===== src/common/fsp_pkg.sv =====
/*
  Constants shared by the framed serial port pin control: register map,
  control and status fields, reset values, bit clock limits.
  Assumes a 200 MHz system clock and 32-bit AHB-Lite data.
*/
package fsp_pkg;
  // System clock and bit clock limits
  localparam int CLK_SYS_HZ     = 200_000_000;
  localparam int BIT_CLK_MIN_HZ = 512_000;
  localparam int BIT_CLK_MAX_HZ = 8_192_000;
  // Half periods of the generated bit clock, in system cycles
  localparam int HALF_MIN_CYC = (CLK_SYS_HZ + 2 * BIT_CLK_MAX_HZ - 1) / (2 * BIT_CLK_MAX_HZ);
  localparam int HALF_MAX_CYC = CLK_SYS_HZ / (2 * BIT_CLK_MIN_HZ);
  localparam int DIV_W        = 16;
  localparam logic [DIV_W-1:0] DIV_MIN = DIV_W'(HALF_MIN_CYC);
  localparam logic [DIV_W-1:0] DIV_MAX = DIV_W'(HALF_MAX_CYC);
  localparam logic [DIV_W-1:0] DIV_RST = DIV_W'(HALF_MAX_CYC);
  // Data path
  localparam int WORD_W     = 32;
  localparam int FIFO_DEPTH = 8;
  localparam int BITCNT_W   = 5;
  localparam logic [BITCNT_W-1:0] BIT_LAST = 5'h1f;
  // Register byte offsets
  localparam int ADDR_W = 8;
  localparam logic [ADDR_W-1:0] REG_CTRL   = 8'h00;
  localparam logic [ADDR_W-1:0] REG_DIV    = 8'h04;
  localparam logic [ADDR_W-1:0] REG_STAT   = 8'h08;
  localparam logic [ADDR_W-1:0] REG_TXDATA = 8'h0c;
  localparam logic [ADDR_W-1:0] REG_RXDATA = 8'h10;
  // Control fields
  localparam int CTRL_W      = 8;
  localparam int CTRL_EN     = 0;
  localparam int CTRL_TXCLKO = 1;
  localparam int CTRL_TXFSO  = 2;
  localparam int CTRL_RXCLKO = 3;
  localparam int CTRL_RXFSO  = 4;
  localparam int CTRL_TXFALL = 5;
  localparam int CTRL_RXFALL = 6;
  localparam int CTRL_FUSE   = 7;
  localparam logic [CTRL_W-1:0] CTRL_RST = 8'h00;
  // Status fields
  localparam int STAT_RXVALID = 0;
  localparam int STAT_RXOVR   = 1;
  localparam int STAT_TXEMPTY = 2;
  localparam int STAT_TXFULL  = 3;
  localparam int STAT_FUSE    = 4;
endpackage : fsp_pkg


===== src/common/fsp_stream_if.sv =====
/*
  Valid/ready word stream between the port's own modules.
  Assumes both ends run on the same system clock.
*/
`timescale 1ns/1ps
interface fsp_stream_if #(parameter int W = 32) ();
  logic [W-1:0] data;
  logic         valid;
  logic         ready;
  modport src (output data, output valid, input ready);
  modport snk (input data, input valid, output ready);
endinterface : fsp_stream_if


===== src/design/fsp_fifo.sv =====
/*
  Synchronous word FIFO with valid/ready on both sides.
  Assumes one clock and an asynchronous active-high reset.
*/
`timescale 1ns/1ps
module fsp_fifo #(
  parameter int W     = 32,
  parameter int DEPTH = 8
) (
  // System
  input wire logic   clk_sys,
  input wire logic   rst,
  // Streams
  fsp_stream_if.snk  wr,
  fsp_stream_if.src  rd
);
  localparam int AW = $clog2(DEPTH);

  logic [W-1:0] mem_q [DEPTH];
  logic [W-1:0] mem_d [DEPTH];
  logic [AW:0]  wrPtr_q, wrPtr_d;
  logic [AW:0]  rdPtr_q, rdPtr_d;
  logic         full;
  logic         empty;

  // Extra pointer bit tells full from empty
  assign empty    = (wrPtr_q == rdPtr_q);
  assign full     = (wrPtr_q[AW-1:0] == rdPtr_q[AW-1:0]) && (wrPtr_q[AW] != rdPtr_q[AW]);
  assign wr.ready = !full;
  assign rd.valid = !empty;
  assign rd.data  = mem_q[rdPtr_q[AW-1:0]];

  // Next pointers and storage
  always_comb begin
    mem_d   = mem_q;
    wrPtr_d = wrPtr_q;
    rdPtr_d = rdPtr_q;
    if (wr.valid && !full) begin
      mem_d[wrPtr_q[AW-1:0]] = wr.data;
      wrPtr_d                = wrPtr_q + 1'b1;
    end
    if (rd.ready && !empty) begin
      rdPtr_d = rdPtr_q + 1'b1;
    end
  end

  // Storage is not reset; pointers are
  always_ff @(posedge clk_sys or posedge rst) begin
    if (rst) begin
      wrPtr_q <= '0;
      rdPtr_q <= '0;
    end else begin
      wrPtr_q <= wrPtr_d;
      rdPtr_q <= rdPtr_d;
    end
  end

  always_ff @(posedge clk_sys) begin
    mem_q <= mem_d;
  end
endmodule : fsp_fifo


===== src/design/fsp_port_pins.sv =====
/*
  Framed serial port pin control: bit clock and frame sync pins of either
  direction, selectable launch and sample edges, open-drain transmit data,
  32-bit frames fed from an 8-word FIFO, AHB-Lite register slave.
  Assumes external pins are asynchronous to clk_sys and slow enough
  (at most 8.192 MHz) to be oversampled at 200 MHz.
*/
//
// Contract
// - Transmit frame sync pin works as input or as driven output.
// - Receive frame sync pin works as input or as driven output.
// - Transmit bit clock pin is input or output, times data, 512 KHz to 8.192 MHz.
// - Receive bit clock pin is input or output, times sampling, within same range.
// - After reset all clock and frame sync pins are inputs, nothing driven.
// - Transmit data and frame sync launch on selected transmit clock edge.
// - Receive data sampled on selected receive clock edge.
// - Transmit data is open drain: pull low for zero, release for one.
// - Soft fuse set makes the whole port inactive.
`timescale 1ns/1ps
module fsp_port_pins (
  // System
  input  wire logic                          clk_sys,
  input  wire logic                          rst,
  // AHB-Lite slave
  input  wire logic                          hsel,
  input  wire logic [fsp_pkg::ADDR_W-1:0]    haddr,
  input  wire logic [1:0]                    htrans,
  input  wire logic                          hwrite,
  input  wire logic [2:0]                    hsize,
  input  wire logic [fsp_pkg::WORD_W-1:0]    hwdata,
  input  wire logic                          hready,
  output logic                               hreadyout,
  output logic [fsp_pkg::WORD_W-1:0]         hrdata,
  output logic                               hresp,
  // Transmit pins
  input  wire logic                          txBitClock,
  output logic                               txBitClockDrive,
  output logic                               txBitClockOe,
  input  wire logic                          txFrameSync,
  output logic                               txFrameSyncDrive,
  output logic                               txFrameSyncOe,
  output logic                               txSerialOut,
  output logic                               txSerialOutOe,
  // Receive pins
  input  wire logic                          rxBitClock,
  output logic                               rxBitClockDrive,
  output logic                               rxBitClockOe,
  input  wire logic                          rxFrameSync,
  output logic                               rxFrameSyncDrive,
  output logic                               rxFrameSyncOe,
  input  wire logic                          rxSerialIn
);
  import fsp_pkg::*;

  localparam int PIN_N = 5;
  localparam int P_TXCLK = 0;
  localparam int P_TXFS  = 1;
  localparam int P_RXCLK = 2;
  localparam int P_RXFS  = 3;
  localparam int P_RXDAT = 4;

  // Rising or falling event, as chosen by a select bit
  function automatic logic edgeSel(input logic rise, input logic fall, input logic useFall);
    edgeSel = useFall ? fall : rise;
  endfunction : edgeSel

  fsp_stream_if #(.W(WORD_W)) txIn ();
  fsp_stream_if #(.W(WORD_W)) txOut ();

  fsp_fifo #(.W(WORD_W), .DEPTH(FIFO_DEPTH)) uTxFifo (
    .clk_sys (clk_sys),
    .rst     (rst),
    .wr      (txIn),
    .rd      (txOut)
  );

  logic [CTRL_W-1:0]   ctrl_q, ctrl_d;
  logic [DIV_W-1:0]    div_q, div_d;
  logic                run;
  logic [PIN_N-1:0]    sync1_q, sync2_q, sync3_q, lvl_q, lvl_d, pinRise, pinFall;
  logic [DIV_W-1:0]    divCnt_q, divCnt_d;
  logic                clkGen_q, clkGen_d, genRise, genFall;
  logic                txLaunch, rxSample, rxLaunch;
  logic                txRise, txFall, rxRise, rxFall;

  assign run = ctrl_q[CTRL_EN] && !ctrl_q[CTRL_FUSE];

  // Pin synchronisers: a change counts once stages two and three agree
  always_comb begin
    lvl_d = ((sync2_q ~^ sync3_q) & sync3_q) | ((sync2_q ^ sync3_q) & lvl_q);
  end
  assign pinRise = lvl_d & ~lvl_q;
  assign pinFall = ~lvl_d & lvl_q;

  always_ff @(posedge clk_sys or posedge rst) begin
    if (rst) begin
      sync1_q <= '1; // Pins idle high through their pull-ups
      sync2_q <= '1;
      sync3_q <= '1;
      lvl_q   <= '1;
    end else begin
      sync1_q <= {rxSerialIn, rxFrameSync, rxBitClock, txFrameSync, txBitClock};
      sync2_q <= sync1_q;
      sync3_q <= sync2_q;
      lvl_q   <= lvl_d;
    end
  end

  // Bit clock generator, shared by both directions when they drive
  always_comb begin
    divCnt_d = divCnt_q;
    clkGen_d = clkGen_q;
    if (!run) begin
      divCnt_d = '0;
      clkGen_d = 1'b0;
    end else if (divCnt_q >= div_q - 1'b1) begin
      divCnt_d = '0;
      clkGen_d = !clkGen_q;
    end else begin
      divCnt_d = divCnt_q + 1'b1;
    end
  end
  assign genRise = clkGen_d && !clkGen_q;
  assign genFall = !clkGen_d && clkGen_q;

  always_ff @(posedge clk_sys or posedge rst) begin
    if (rst) begin
      divCnt_q <= '0;
      clkGen_q <= 1'b0;
    end else begin
      divCnt_q <= divCnt_d;
      clkGen_q <= clkGen_d;
    end
  end

  // Edge events from the pin or from the generator
  assign txRise   = ctrl_q[CTRL_TXCLKO] ? genRise : pinRise[P_TXCLK];
  assign txFall   = ctrl_q[CTRL_TXCLKO] ? genFall : pinFall[P_TXCLK];
  assign rxRise   = ctrl_q[CTRL_RXCLKO] ? genRise : pinRise[P_RXCLK];
  assign rxFall   = ctrl_q[CTRL_RXCLKO] ? genFall : pinFall[P_RXCLK];
  assign txLaunch = run && edgeSel(txRise, txFall, ctrl_q[CTRL_TXFALL]);
  assign rxSample = run && edgeSel(rxRise, rxFall, ctrl_q[CTRL_RXFALL]);
  assign rxLaunch = run && edgeSel(rxRise, rxFall, !ctrl_q[CTRL_RXFALL]);

  // Transmit framer
  logic [WORD_W-1:0]   txShift_q, txShift_d;
  logic [BITCNT_W-1:0] txCnt_q, txCnt_d;
  logic                txActive_q, txActive_d, txStart;
  logic                txOdOe_q, txOdOe_d, txFs_q, txFs_d;
  logic [WORD_W-1:0]   txWord;

  // Input sync is sampled as it stood just before the launch edge
  assign txStart = ctrl_q[CTRL_TXFSO] ? (!txActive_q || txCnt_q == BIT_LAST) : lvl_q[P_TXFS];
  assign txOut.ready = txLaunch && txStart;
  // An empty FIFO sends all ones, which leaves the line released
  assign txWord = txOut.valid ? txOut.data : '1;

  always_comb begin
    txShift_d  = txShift_q;
    txCnt_d    = txCnt_q;
    txActive_d = txActive_q;
    txOdOe_d   = txOdOe_q;
    txFs_d     = txFs_q;
    if (!run) begin
      txActive_d = 1'b0;
      txOdOe_d   = 1'b0;
      txFs_d     = 1'b0;
      txCnt_d    = '0;
    end else if (txLaunch) begin
      txFs_d = ctrl_q[CTRL_TXFSO] && txStart;
      if (txStart) begin
        txShift_d  = {txWord[WORD_W-2:0], 1'b0};
        txOdOe_d   = !txWord[WORD_W-1];
        txCnt_d    = '0;
        txActive_d = 1'b1;
      end else if (txActive_q && txCnt_q != BIT_LAST) begin
        txShift_d = {txShift_q[WORD_W-2:0], 1'b0};
        txOdOe_d  = !txShift_q[WORD_W-1];
        txCnt_d   = txCnt_q + 1'b1;
      end else begin
        txActive_d = 1'b0;
        txOdOe_d   = 1'b0;
      end
    end
  end

  always_ff @(posedge clk_sys or posedge rst) begin
    if (rst) begin
      txShift_q  <= '0;
      txCnt_q    <= '0;
      txActive_q <= 1'b0;
      txOdOe_q   <= 1'b0;
      txFs_q     <= 1'b0;
    end else begin
      txShift_q  <= txShift_d;
      txCnt_q    <= txCnt_d;
      txActive_q <= txActive_d;
      txOdOe_q   <= txOdOe_d;
      txFs_q     <= txFs_d;
    end
  end

  // Receive framer; generated sync launches on the edge opposite sampling
  logic [WORD_W-1:0]   rxShift_q, rxShift_d, rxWord_q, rxWord_d;
  logic [BITCNT_W-1:0] rxCnt_q, rxCnt_d, rxGenCnt_q, rxGenCnt_d;
  logic                rxActive_q, rxActive_d, rxFs_q, rxFs_d, rxFsSeen, rxDone;
  logic                rxValid_q, rxValid_d, rxOvr_q, rxOvr_d, rdRxData, clrOvr;

  assign rxFsSeen = ctrl_q[CTRL_RXFSO] ? rxFs_q : lvl_q[P_RXFS];
  assign rxDone   = rxSample && !rxFsSeen && rxActive_q && rxCnt_q == BIT_LAST;

  always_comb begin
    rxShift_d  = rxShift_q;
    rxCnt_d    = rxCnt_q;
    rxActive_d = rxActive_q;
    rxWord_d   = rxWord_q;
    rxGenCnt_d = rxGenCnt_q;
    rxFs_d     = rxFs_q;
    if (!run) begin
      rxActive_d = 1'b0;
      rxGenCnt_d = '0;
      rxFs_d     = 1'b0;
    end else begin
      if (rxLaunch) begin
        rxFs_d     = ctrl_q[CTRL_RXFSO] && rxGenCnt_q == '0;
        rxGenCnt_d = rxGenCnt_q + 1'b1;
      end
      if (rxSample) begin
        rxShift_d = {rxShift_q[WORD_W-2:0], lvl_q[P_RXDAT]};
        if (rxFsSeen) begin
          rxCnt_d    = 5'h01;
          rxActive_d = 1'b1;
        end else if (rxActive_q) begin
          rxCnt_d = rxCnt_q + 1'b1;
          if (rxCnt_q == BIT_LAST) begin
            rxWord_d   = {rxShift_q[WORD_W-2:0], lvl_q[P_RXDAT]};
            rxActive_d = 1'b0;
          end
        end
      end
    end
  end

  // Completion wins over a clear in the same cycle
  always_comb begin
    rxValid_d = (rxValid_q && !rdRxData) || rxDone;
    rxOvr_d   = (rxOvr_q && !clrOvr) || (rxDone && rxValid_q && !rdRxData);
  end

  always_ff @(posedge clk_sys or posedge rst) begin
    if (rst) begin
      rxShift_q  <= '0;
      rxCnt_q    <= '0;
      rxActive_q <= 1'b0;
      rxWord_q   <= '0;
      rxGenCnt_q <= '0;
      rxFs_q     <= 1'b0;
      rxValid_q  <= 1'b0;
      rxOvr_q    <= 1'b0;
    end else begin
      rxShift_q  <= rxShift_d;
      rxCnt_q    <= rxCnt_d;
      rxActive_q <= rxActive_d;
      rxWord_q   <= rxWord_d;
      rxGenCnt_q <= rxGenCnt_d;
      rxFs_q     <= rxFs_d;
      rxValid_q  <= rxValid_d;
      rxOvr_q    <= rxOvr_d;
    end
  end

  // Pin direction registers; all released while the port is off
  logic txClkOe_q, txFsOe_q, rxClkOe_q, rxFsOe_q;
  logic txClkOe_d, txFsOe_d, rxClkOe_d, rxFsOe_d;
  always_comb begin
    txClkOe_d = run && ctrl_q[CTRL_TXCLKO];
    txFsOe_d  = run && ctrl_q[CTRL_TXFSO];
    rxClkOe_d = run && ctrl_q[CTRL_RXCLKO];
    rxFsOe_d  = run && ctrl_q[CTRL_RXFSO];
  end

  always_ff @(posedge clk_sys or posedge rst) begin
    if (rst) begin
      txClkOe_q <= 1'b0;
      txFsOe_q  <= 1'b0;
      rxClkOe_q <= 1'b0;
      rxFsOe_q  <= 1'b0;
    end else begin
      txClkOe_q <= txClkOe_d;
      txFsOe_q  <= txFsOe_d;
      rxClkOe_q <= rxClkOe_d;
      rxFsOe_q  <= rxFsOe_d;
    end
  end

  // AHB-Lite slave: one wait state, more while the FIFO is full
  logic [ADDR_W-1:0] addr_q, addr_d;
  logic              wr_q, wr_d, pend_q, pend_d, hrdy_q, hrdy_d, done;
  logic [WORD_W-1:0] rdata_q, rdata_d, stat;

  assign stat = WORD_W'({ctrl_q[CTRL_FUSE], !txIn.ready, !txOut.valid, rxOvr_q, rxValid_q});
  // A full FIFO stalls the bus until a word leaves
  assign done        = pend_q && !(wr_q && addr_q == REG_TXDATA && !txIn.ready);
  assign txIn.valid  = pend_q && wr_q && addr_q == REG_TXDATA;
  assign txIn.data   = hwdata;
  assign rdRxData    = done && !wr_q && addr_q == REG_RXDATA;
  assign clrOvr      = done && wr_q && addr_q == REG_STAT && hwdata[STAT_RXOVR];

  always_comb begin
    addr_d  = addr_q;
    wr_d    = wr_q;
    pend_d  = pend_q;
    hrdy_d  = hrdy_q;
    rdata_d = rdata_q;
    ctrl_d  = ctrl_q;
    div_d   = div_q;
    if (done) begin
      pend_d = 1'b0;
      hrdy_d = 1'b1;
      if (wr_q) begin
        unique case (addr_q)
          // Fuse bit is sticky until reset
          REG_CTRL: ctrl_d = hwdata[CTRL_W-1:0] | (ctrl_q & CTRL_W'(1 << CTRL_FUSE));
          // Out-of-range divisors are clamped to the legal clock range
          REG_DIV:  div_d  = (hwdata[DIV_W-1:0] < DIV_MIN) ? DIV_MIN :
                             (hwdata[DIV_W-1:0] > DIV_MAX) ? DIV_MAX : hwdata[DIV_W-1:0];
          default:  ctrl_d = ctrl_q;
        endcase
      end else begin
        unique case (addr_q)
          REG_CTRL:   rdata_d = WORD_W'(ctrl_q);
          REG_DIV:    rdata_d = WORD_W'(div_q);
          REG_STAT:   rdata_d = stat;
          REG_RXDATA: rdata_d = rxWord_q;
          default:    rdata_d = '0;
        endcase
      end
    end else if (!pend_q && hsel && hready && htrans[1]) begin
      addr_d = haddr;
      wr_d   = hwrite;
      pend_d = 1'b1;
      hrdy_d = 1'b0;
    end
  end

  always_ff @(posedge clk_sys or posedge rst) begin
    if (rst) begin
      addr_q  <= '0;
      wr_q    <= 1'b0;
      pend_q  <= 1'b0;
      hrdy_q  <= 1'b1;
      rdata_q <= '0;
      ctrl_q  <= CTRL_RST;
      div_q   <= DIV_RST;
    end else begin
      addr_q  <= addr_d;
      wr_q    <= wr_d;
      pend_q  <= pend_d;
      hrdy_q  <= hrdy_d;
      rdata_q <= rdata_d;
      ctrl_q  <= ctrl_d;
      div_q   <= div_d;
    end
  end

  // Outputs, each from a flip-flop
  logic zero_q;
  always_ff @(posedge clk_sys or posedge rst) begin
    if (rst) begin
      zero_q <= 1'b0;
    end else begin
      zero_q <= 1'b0;
    end
  end
  assign hreadyout        = hrdy_q;
  assign hrdata           = rdata_q;
  assign hresp            = zero_q;
  assign txBitClockDrive  = clkGen_q;
  assign txBitClockOe     = txClkOe_q;
  assign txFrameSyncDrive = txFs_q;
  assign txFrameSyncOe    = txFsOe_q;
  assign txSerialOut      = zero_q;
  assign txSerialOutOe    = txOdOe_q;
  assign rxBitClockDrive  = clkGen_q;
  assign rxBitClockOe     = rxClkOe_q;
  assign rxFrameSyncDrive = rxFs_q;
  assign rxFrameSyncOe    = rxFsOe_q;
endmodule : fsp_port_pins


===== config.mk =====
export PLATFORM = sky130hd
export DESIGN_NAME = fsp_port_pins
export DESIGN_NICKNAME = d
export VERILOG_FILES = /design/src/common/fsp_pkg.sv /design/src/common/fsp_stream_if.sv /design/src/design/fsp_fifo.sv /design/src/design/fsp_port_pins.sv
export SDC_FILE = /design/constraint.sdc
export NUM_CORES = 1
export LEC_CHECK = 0
export BUFFER_PORTS_ARGS = -buffer_cell sky130_fd_sc_hd__buf_2
export CAP_MARGIN = 15
export CORE_MARGIN = 2
export CORE_UTILIZATION = 45
export CTS_BUF_LIST = sky130_fd_sc_hd__clkbuf_8
export DETAILED_ROUTE_END_ITERATION = 16
export GPL_TIMING_DRIVEN = 0
export SETUP_SLACK_MARGIN = 0.2
export SYNTH_ARGS = -nofsm -noshare
export SYNTH_HDL_FRONTEND = slang
export SYNTH_HIERARCHICAL = 1
export SYNTH_SLANG_ARGS = --single-unit

===== constraint.sdc =====
create_clock -name clk_sys -period 8.2 [get_ports clk_sys]
set_clock_uncertainty 0.2 [all_clocks]
set_input_delay 0 -clock clk_sys [delete_from_list [all_inputs] [get_ports clk_sys]]
set_output_delay 0 -clock clk_sys [all_outputs]
set_load 0.01 [all_outputs]

# After elaboration in Yosys (flattened, before gate mapping)
# Cells that the tools add are included.
[totals] register_bits=489 out_inout_bits=44
[classes] n_addsub=7 magnitude_cmp=6 eq_ne=15 muxes=54 bitwise_logic=15 reduce_logical=70
[ops] cell="bitwise mux 256 bit" n=1
[ops] cell="2-to-1 mux 32 bit" n=6
[ops] cell="case mux 32 bit (4 select lines)" n=1
[ops] cell="binary-select mux 32 bit (select 3 bit)" n=1
[ops] cell="demux 32 bit (select 3 bit)" n=1
[ops] cell="2-to-1 mux 16 bit" n=4
[ops] cell="2-to-1 mux 5 bit" n=8
[ops] cell="logical AND 1 bit" n=38
[ops] cell="2-to-1 mux 1 bit" n=32
[ops] cell="adder 16 x 1 -> 16 bit (second input constant)" n=1
[ops] cell="equality test 8 x 4 -> 1 bit (second input constant)" n=2
[ops] cell=">= comparator 16 bit" n=1
[ops] cell="greater-than comparator 16 x 8 -> 1 bit (second input constant)" n=1
[ops] cell="less-than comparator 16 x 4 -> 1 bit (second input constant)" n=1
[ops] cell="subtractor 16 x 1 -> 16 bit (second input constant)" n=1
[ops] cell="adder 5 x 1 -> 5 bit (second input constant)" n=3
[ops] cell="logical NOT 1 bit" n=14
[ops] cell="AND reduction 3 bit" n=4
[ops] cell="bitwise AND 5 bit" n=2
[ops] cell="equality test 5 bit (second input constant)" n=2
[ops] cell="AND reduction 2 bit" n=5
[ops] cell="adder 4 x 1 -> 4 bit (second input constant)" n=2
[ops] cell="equality test 8 x 3 -> 1 bit (second input constant)" n=1
[ops] cell="equality test 8 x 5 -> 1 bit (second input constant)" n=1
[ops] cell="other kinds (22)" n=34

# Logic depth before layout (Yosys ltp)
# Gate-level depths: netlist of the first run.
[depth] depth_word=15 mapped_depth=18 ltp_nobuf=18

# Cells and area by module
# The synthesis of the first run kept the hierarchy.
[by_module_without_submodules] mod="fsp_fifo" instances=1 cells_each=430 area_each_um2=10332.4 seq_area_each_um2=7887.6
[by_module_without_submodules] mod="fsp_port_pins" instances=1 cells_each=925 area_each_um2=10296.1 seq_area_each_um2=5636.7

# Worst setup path before layout of the first run
# OpenSTA, ideal clock, no wires.
[synth_timing] path_type="reg-to-reg" startpoint="reg addr_q[1]" endpoint="reg uTxFifo/mem_q[32] (netlist bit) (enable)" t_arrival_ns=4.976 required_ns=7.487 slack_ns=2.511 stages_incl_launch_ff=6 n_path_buf=0 synth_period_minus_slack_ns=5.689 cell_sequence="dfrtp_1 > nor3_1 > nand3b_1 > nor3_1 > nand2_1 > nor4b_1"
[synth_via] elab_chain_cells=3
[synth_rtl] item="from (decl)" line_no="fsp_port_pins.sv:297" rtl="logic [ADDR_W-1:0] addr_q, addr_d;"
[synth_rtl] item="from (signal assigned)" line_no="fsp_port_pins.sv:356" rtl="addr_q <= addr_d;"
[synth_rtl] item="equality test 8 x 4 -> 1 bit" line_no="fsp_port_pins.sv:304" rtl="assign txIn.valid = pend_q && wr_q && addr_q == REG_TXDATA;"
[synth_rtl] item="logical AND 1 bit" line_no="fsp_port_pins.sv:304"
[synth_rtl] item="via txIn.valid" line_no="fsp_stream_if.sv:8" rtl="logic valid;"
[synth_rtl] item="logical AND 1 bit" line_no="fsp_fifo.sv:38" rtl="if (wr.valid && !full) begin"
[synth_rtl] item="to (signal assigned)" line_no="fsp_fifo.sv:59" rtl="mem_q <= mem_d;"
[synth_rtl] item="to (decl)" line_no="fsp_fifo.sv:19" rtl="logic [W-1:0] mem_q [DEPTH];"
# The timed path passes the listed nets, and every way through them passes these cells.
# A chain may end at the register's enable or synchronous reset.

# Worst setup path in the final report of the first run
[layout_timing] startpoint="reg div_q[0]" endpoint="reg uTxFifo.rdPtr_q[3]"
[layout_via] elab_chain_cells=11 word_cells_on_any_way=13
[layout_rtl] item="from (decl)" line_no="fsp_port_pins.sv:78" rtl="logic [DIV_W-1:0] div_q, div_d;"
[layout_rtl] item="from (signal assigned)" line_no="fsp_port_pins.sv:362" rtl="div_q <= div_d;"
[layout_rtl] item="subtractor 16 x 1 -> 16 bit *" line_no="fsp_port_pins.sv:116" rtl="end else if (divCnt_q >= div_q - 1'b1) begin"
[layout_rtl] item=">= comparator 16 bit *" line_no="fsp_port_pins.sv:116"
[layout_rtl] item="2-to-1 mux 1 bit *" line_no="fsp_port_pins.sv:116"
[layout_rtl] item="2-to-1 mux 1 bit *" line_no="fsp_port_pins.sv:113" rtl="if (!run) begin"
[layout_rtl] item="logical NOT 1 bit" line_no="fsp_port_pins.sv:124" rtl="assign genFall = !clkGen_d && clkGen_q;"
[layout_rtl] item="logical AND 1 bit" line_no="fsp_port_pins.sv:124"
[layout_rtl] item="2-to-1 mux 1 bit" line_no="fsp_port_pins.sv:138" rtl="assign txFall = ctrl_q[CTRL_TXCLKO] ? genFall : pinFall[P_TXCLK];"
[layout_rtl] item="2-to-1 mux 1 bit *" line_no="fsp_port_pins.sv:64" rtl="edgeSel = useFall ? fall : rise;"
[layout_rtl] item="logical AND 1 bit *" line_no="fsp_port_pins.sv:141" rtl="assign txLaunch = run && edgeSel(txRise, txFall, ctrl_q[CTRL_TXFALL]);"
[layout_rtl] item="logical AND 1 bit *" line_no="fsp_port_pins.sv:154" rtl="assign txOut.ready = txLaunch && txStart;"
[layout_rtl] item="via txOut.ready" line_no="fsp_stream_if.sv:9" rtl="logic ready;"
[layout_rtl] item="logical AND 1 bit *" line_no="fsp_fifo.sv:42" rtl="if (rd.ready && !empty) begin"
[layout_rtl] item="to (signal assigned)" line_no="fsp_fifo.sv:54" rtl="rdPtr_q <= rdPtr_d;"
[layout_rtl] item="to (decl)" line_no="fsp_fifo.sv:22" rtl="logic [AW:0] rdPtr_q, rdPtr_d;"
# The timed path passes the listed nets; every way through them passes the cells marked *.

==> metrics, run 1 <==
TritonCTS clock tree yes; average size of a mapped cell 15.2 sq um; Post-synth ARST share 47.5%; GRT Util Overall 20.0%; DR pass1 iterations 4; Final Hold Viols 0; PD cells 202 nW/um^2; Main synth FF type edfxtp_1; Setup TNS Final 0 ns; worst vdd ir 0.143 mV; setup violators final 0; final net count 1752; total chip power 5.01 mW; IO Count 99; Crit path top cell by count nor3_1; cells on worst reg2reg path 19; # port buffers 92; CTS buffer count 81; H-Tree Depth 3; sequential share of the synthesized area 65.6%; hold path cells 2; post-synth cell types 78; final wirelength 46.0 mm; status completed; yosys warns 6; Setup Fix Bufs, Post-CTS 0; reg-to-reg critical path endpoint uTxFifo/rdPtr_q[3]; Longest Clk Path Bufs 3; area fraction of the dominant cell type after synthesis 37.3%; dpl hpwl 30.8 mm; Reg2Reg Launch Point div_q[0]; first-pass GRT wire length 72.7 mm; Leak Pwr 10.0 nW; slew at the pin closest to its max-slew limit 1.02 ns; critical path's slowest cell or4_4; root buf cell clkbuf_8; initial antenna violation count 0; most frequent cells after synthesis edfxtp_1 (256), dfrtp_1 (207), mux2_2 (95); CP peak stage delay 0.56 ns; number of vias per cell 5.32; pin count of the biggest net entering global routing 131; Syn-to-layout area delta 20.4%; die area 47600 sq um; count leader, synth edfxtp_1; die height 218 um; row cnt 78; final period utilization 59.3%; Synth Register Bits 488; Max Slew Vio Count 0; Tmin final 4.87 ns; placeable core region 45300 sq um; drt wl/cell 19.7 um; Post-synth EDFFs 256; Worst EP arrival 5.19 ns; width of the die 218 um; routability cong. 0.785; crit start category flip-flop; flop2flop setup slack 3.33 ns; Initial Utilization 45.6%; maximum fanout along the worst path 9; Max Cap Viol 0; Setup CP Type flip-flop to flip-flop; Hold Path End uTxFifo/mem_q[103]; fmax 206 MHz; Residual DRC 0; CP Capture Type flip-flop; CTS clock-pin slew for the worst setup and hold paths 0.06 ns; post-synthesis cell count 1355; largest cells by area after synthesis edfxtp_1 (37%), dfrtp_1 (25%), mux4_2 (6.9%); cell breakdown of the critical path inv_1, ha_1, nand2_1, or3_1, nor3_1, nand2b_1, nor4_1, xnor2_1, ha_1, nand4_1, nor3_1, or4_4, a21oi_4, o21a_1, nor3_1, clkbuf_4, nand4_1, inv_1, a311o_1; Worst-Skew Late Latency 0.65 ns; Antenna Nets Post-Route 0; Syn Std Cell Area 20600 sq um; hold path startpoint hwdata[7]; Yosys top cell by area edfxtp_1; via count 12400; # diodes 0; Worst Hold Class input port to flip-flop; Initial DRC Count 854; max_slew headroom 30.8%; RSZ-0062 raised after global routing false; ratio of cells with drive above 1 in the final layout 28.4%; Req. time, crit path 8.53 ns; vias in the first global route 12900; CTS Sinks 488; grt ovf 0
-- cell usage in the layout (no fill, tap or decap), types with 22 or more instances in the layout --
cell type        n
nand2_1         78
clkbuf_8        93
buf_4           33
ha_1            31
clkbuf_1        39
o211ai_1        34
xnor2_1         24
dlygate4sd3_1   97
inv_1           81
dfstp_2         25
mux4_2          63
buf_2          109
a21oi_1         22
dfrtp_1        207
o21ai_0         50
nand3b_1        32
mux2_2          95
edfxtp_1       256
nand3_1         32
nor2_1          67
-- metrics by stage --
stage | cell area, sq um | std cells | setup slack [ns] | hold slack [ns] | util, %
floorplan | 20600 | 1356 | 1.91 | -0.384 | -
global placement | 21800 | 2048 | -2.05 | -0.206 | 48.2
detailed placement | 22300 | 2085 | 2.86 | -0.167 | 49.1
CTS | 24800 | 2334 | 2.81 | 0.0149 | 54.8
global route | 24800 | 2335 | 3.01 | 0.0658 | 54.9
finish | 24800 | 2335 | 3.33 | 0.0797 | 54.9
-- layout make-up --
type	count	area (sq um)
buffer	73	392
clock buffer	93	1280
clock inverter	59	332
fill	3764	20400
inverter	48	188
multi-input combinational	747	6590
sequential	488	13500
tap	600	751
timing repair buffer	227	1790
-- logic make-up after synthesis --
logic type                 share of synthesized area (%)
muxes                                               13.8
and+or+nand+nor                                     7.87
DFF                                                 65.6
other                                             0.0182
AOI/OAI and AO/OA                                   6.03
xor gates and xnor gates                            1.98
adders and majority gates                           1.93
buffers and inverters                               2.77
-- power by group --
part,total (mW),internal [mW],switching (mW),leakage [nW]
registers,2.67,2.63,0.0322,5.39
clock network,2.09,1.11,0.977,0.946
logic,0.259,0.109,0.150,3.67
total,5.01,3.85,1.16,10.0
-- flip-flops by register name (all words and copies together), names as in the netlist, 8 cells and up --
name	flops
rxWord_q	32
div_q	16
divCnt_q	16
hrdata	32
rxShift_q	31
ctrl_q	8
uTxFifo/mem_q	256
addr_q	8
txShift_q	31
-- what timing repair did --
| action | in CTS | in global routing |
|---|---|---|
| hold endpoints to repair | 506 | 0 |
| endpoints found under the setup margin | 0 | 0 |
| hold buffers | 97 | 0 |
| gates resized for setup | 0 | 0 |
-- worst max-delay path, delay by kind of cell, from the launching register on --
family / cells / cell delay (ns)
xor gates and xnor gates: 1 / 0.17
adders and majority gates: 2 / 0.47
and+or+nand+nor: 10 / 2.15
buffers and inverters: 3 / 0.43
DFF: 1 / 0.38
AOI/OAI and AO/OA: 3 / 0.96
-- how the worst max path moves through the flow --
stage | start | endpoint | slack (ns)
finish | div_q[0] | uTxFifo/rdPtr_q[3] | 3.33
global route | div_q[0] | uTxFifo/rdPtr_q[3] | 3.01
CTS | div_q[0] | uTxFifo/rdPtr_q[3] | 2.81
detailed placement | div_q[0] | uTxFifo/rdPtr_q[3] | 2.86
global placement | addr_q[1] | uTxFifo/mem_q[44] | -2.05
floorplan | rst | addr_q[0] | 1.91
-- routing by layer --
metal | GRT usage, % | up-vias | wire length (um)
met5 | 0 | - | 0
met4 | 5.62 | 0 | 683
met3 | 3.72 | 61 | 2100
met2 | 30.9 | 264 | 21300
met1 | 29.1 | 6357 | 21900
li1 | - | 5743 | -
Note: power is estimated with default switching activity, not from simulation.
==> inputs of run 2 (changes only) <==
==> constraint.sdc (replaced) <==
create_clock -name clk_sys -period 4 [get_ports clk_sys]
set_clock_uncertainty 0.2 [all_clocks]
set_input_delay 0 -clock clk_sys [delete_from_list [all_inputs] [get_ports clk_sys]]
set_output_delay 0 -clock clk_sys [all_outputs]
set_load 0.01 [all_outputs]
==> run 2 against run 1 <==
Effect of this change:
- the run now ends with setup timing left
- setup slack lost 3.5 ns
- count of clock-buffer cells in the layout grew 6
- total power grew 110%
- non-clock buffer count grew 50
- critical path type unchanged
- largest cell class unchanged
- largest power group unchanged
==> metrics, run 2 (synthesis results as in run 1) <==
WL met2 22.0 mm; root buf cell clkbuf_8; Req. time, crit path 4.32 ns; worst vdd ir 0.302 mV; Top Layer Used met4; most frequent cells in the layout edfxtp_1 (256), dfrtp_1 (206), buf_2 (107); hold path cells 4; Worst EP arrival 4.47 ns; # port buffers 92; CP peak stage delay 0.56 ns; failing checks setup timing; Antenna Nets Post-Route 0; GRT Util Overall 20.8%; ratio of cells with drive above 1 in the final layout 33.4%; final wirelength 47.5 mm; Tmin final 4.16 ns; pin count of the biggest net entering global routing 41; most flop-heavy register uTxFifo/mem_q; drt wl/cell 19.9 um; via count 12700; slew at the pin closest to its max-slew limit 1.12 ns; placeable core region 45300 sq um; CP Capture Type flip-flop; max reg flops 256; Residual DRC 0; cell area after layout 26300 sq um; met1 WL 22.3 mm; Max Slew Vio Count 0; placed instance count 2084; number of vias per cell 5.31; dpl hpwl 30.6 mm; setup violators final 69; final period utilization 104%; Longest Clk Path Bufs 3; IO Count 99; H-Tree Depth 3; cell breakdown of the critical path inv_2, ha_4, nand2_2, or3_4, nor3_4, nand2b_1, nor4_2, xnor2_1, ha_1, nand4_1, nor3_2, or4_4, a21oi_4, o32a_1, buf_6, buf_12, buf_12, mux2_4; final net count 1803; grt ovf 0; width of the die 218 um; row cnt 78; CTS Sinks 488; crit start category flip-flop; Crit path top cell by count buf_12; final std cells w/o fill 2385; DR pass1 iterations 7; Worst-Skew Late Latency 0.67 ns; most common cell after layout, fill and taps aside edfxtp_1; critical path's slowest cell or4_4; routability cong. 0.793; maximum fanout along the worst path 7; CTS clock-pin slew for the worst setup and hold paths 0.06 ns; dpl ws -0.633 ns; status finished with violations; Setup TNS Final -6.84 ns; TritonCTS clock tree yes; Worst Hold Class input port to flip-flop; Max Cap Viol 0; initial antenna violation count 2; first-pass GRT wire length 75.2 mm; CTS buffer count 81; die area 47600 sq um; Fillers 3591; vias in the first global route 13200; cells on worst reg2reg path 18; die height 218 um; Placement Cell Area 22600 sq um; worst setup margin -0.159 ns; Initial Utilization 45.6%; RSZ-0062 raised after global routing true; Initial DRC Count 1000; Syn-to-layout area delta 27.5%; PD cells 398 nW/um^2; met3 wire len 2.20 mm; fmax 240 MHz; max_slew headroom 24.4%; Final Hold Viols 0; Setup CP Type flip-flop to flip-flop; Leak Pwr 10.8 nW
==> run 2: cell types whose count changed in the layout (fill, tap and decap cells not counted), sizes merged, moves of 2 or more <==
cell | before | now
clkbuf | 133 | 136
diode | 0 | 2
buf | 163 | 216
inv | 85 | 71
clkinv | 18 | 22
==> run 2: through the flow <==
step / hold WS [ns] / utilization [%] / power (mW)
after global routing: 0.0753 / 58.1 / 10.9
after CTS: 0.0182 / 57.5 / 10.6
after global placement: -0.196 / 48.8 / 5.98
after detailed placement: -0.192 / 49.8 / 6.00
final: 0.0654 / 58.1 / 10.5
after floorplan: -0.384 / - / 5.80
==> run 2: area by class of cell <==
type                    count  area, sq um  area share (%)
inverters                  48          186           0.709
clock buffers              99         1360            5.18
plain buffers              73          505            1.92
flip-flops and latches    488        13500            51.4
clock inverters            50          288            1.09
well taps                 600          751            2.86
repair buffers            277         2510            9.56
multi-input cells         748         7160            27.2
diodes                      2         5.00          0.0190
==> run 2: path summary, 6_finish.rpt <==
kind / startpoint / to / slack [ns]
worst max register to register: div_q[1] / rxShift_q[10] / -0.16
worst max-delay path: div_q[1] / rxShift_q[10] / -0.16
worst min-delay path: hready / addr_q[6] / 0.07
min in group asynchronous: rst / uTxFifo/rdPtr_q[3] / 0.27
max in group asynchronous: rst / hrdata[12] / 2.21
worst min register to register: sync1_q[4] / sync2_q[4] / 0.15
==> run 2: critical path, delay by kind of cell, from the launching register on <==
kind / cells / cell delay [ns]
compound gates: 2 / 0.56
xor+xnor: 1 / 0.15
fa+ha+maj: 2 / 0.39
buf+inv: 4 / 0.48
flops: 1 / 0.38
mux: 1 / 0.29
simple gates: 8 / 1.57
==> run 2: routing by layer <==
| layer | up-vias | track usage [%] |
|---|---|---|
| li1 | 5868 | - |
| met1 | 6445 | 30.5 |
| met2 | 271 | 31.5 |
| met3 | 75 | 3.63 |
| met4 | 0 | 6.78 |
| met5 | - | 0 |
==> run 2: what timing repair did <==
action,4_1_cts,5_1_grt
gates resized for setup,149,33
gates cloned,10,1
setup endpoints to repair,220,160
hold buffers,97,0
endpoints found under the hold margin,482,0
pin swaps,20,23
buffers inserted,28,14
==> run 2: power by group <==
group / total, mW / switching [mW] / internal, mW
Combinational: 0.576 / 0.328 / 0.248
Sequential: 5.46 / 0.0655 / 5.40
Clock: 4.41 / 1.98 / 2.43
Total: 10.5 / 2.38 / 8.08
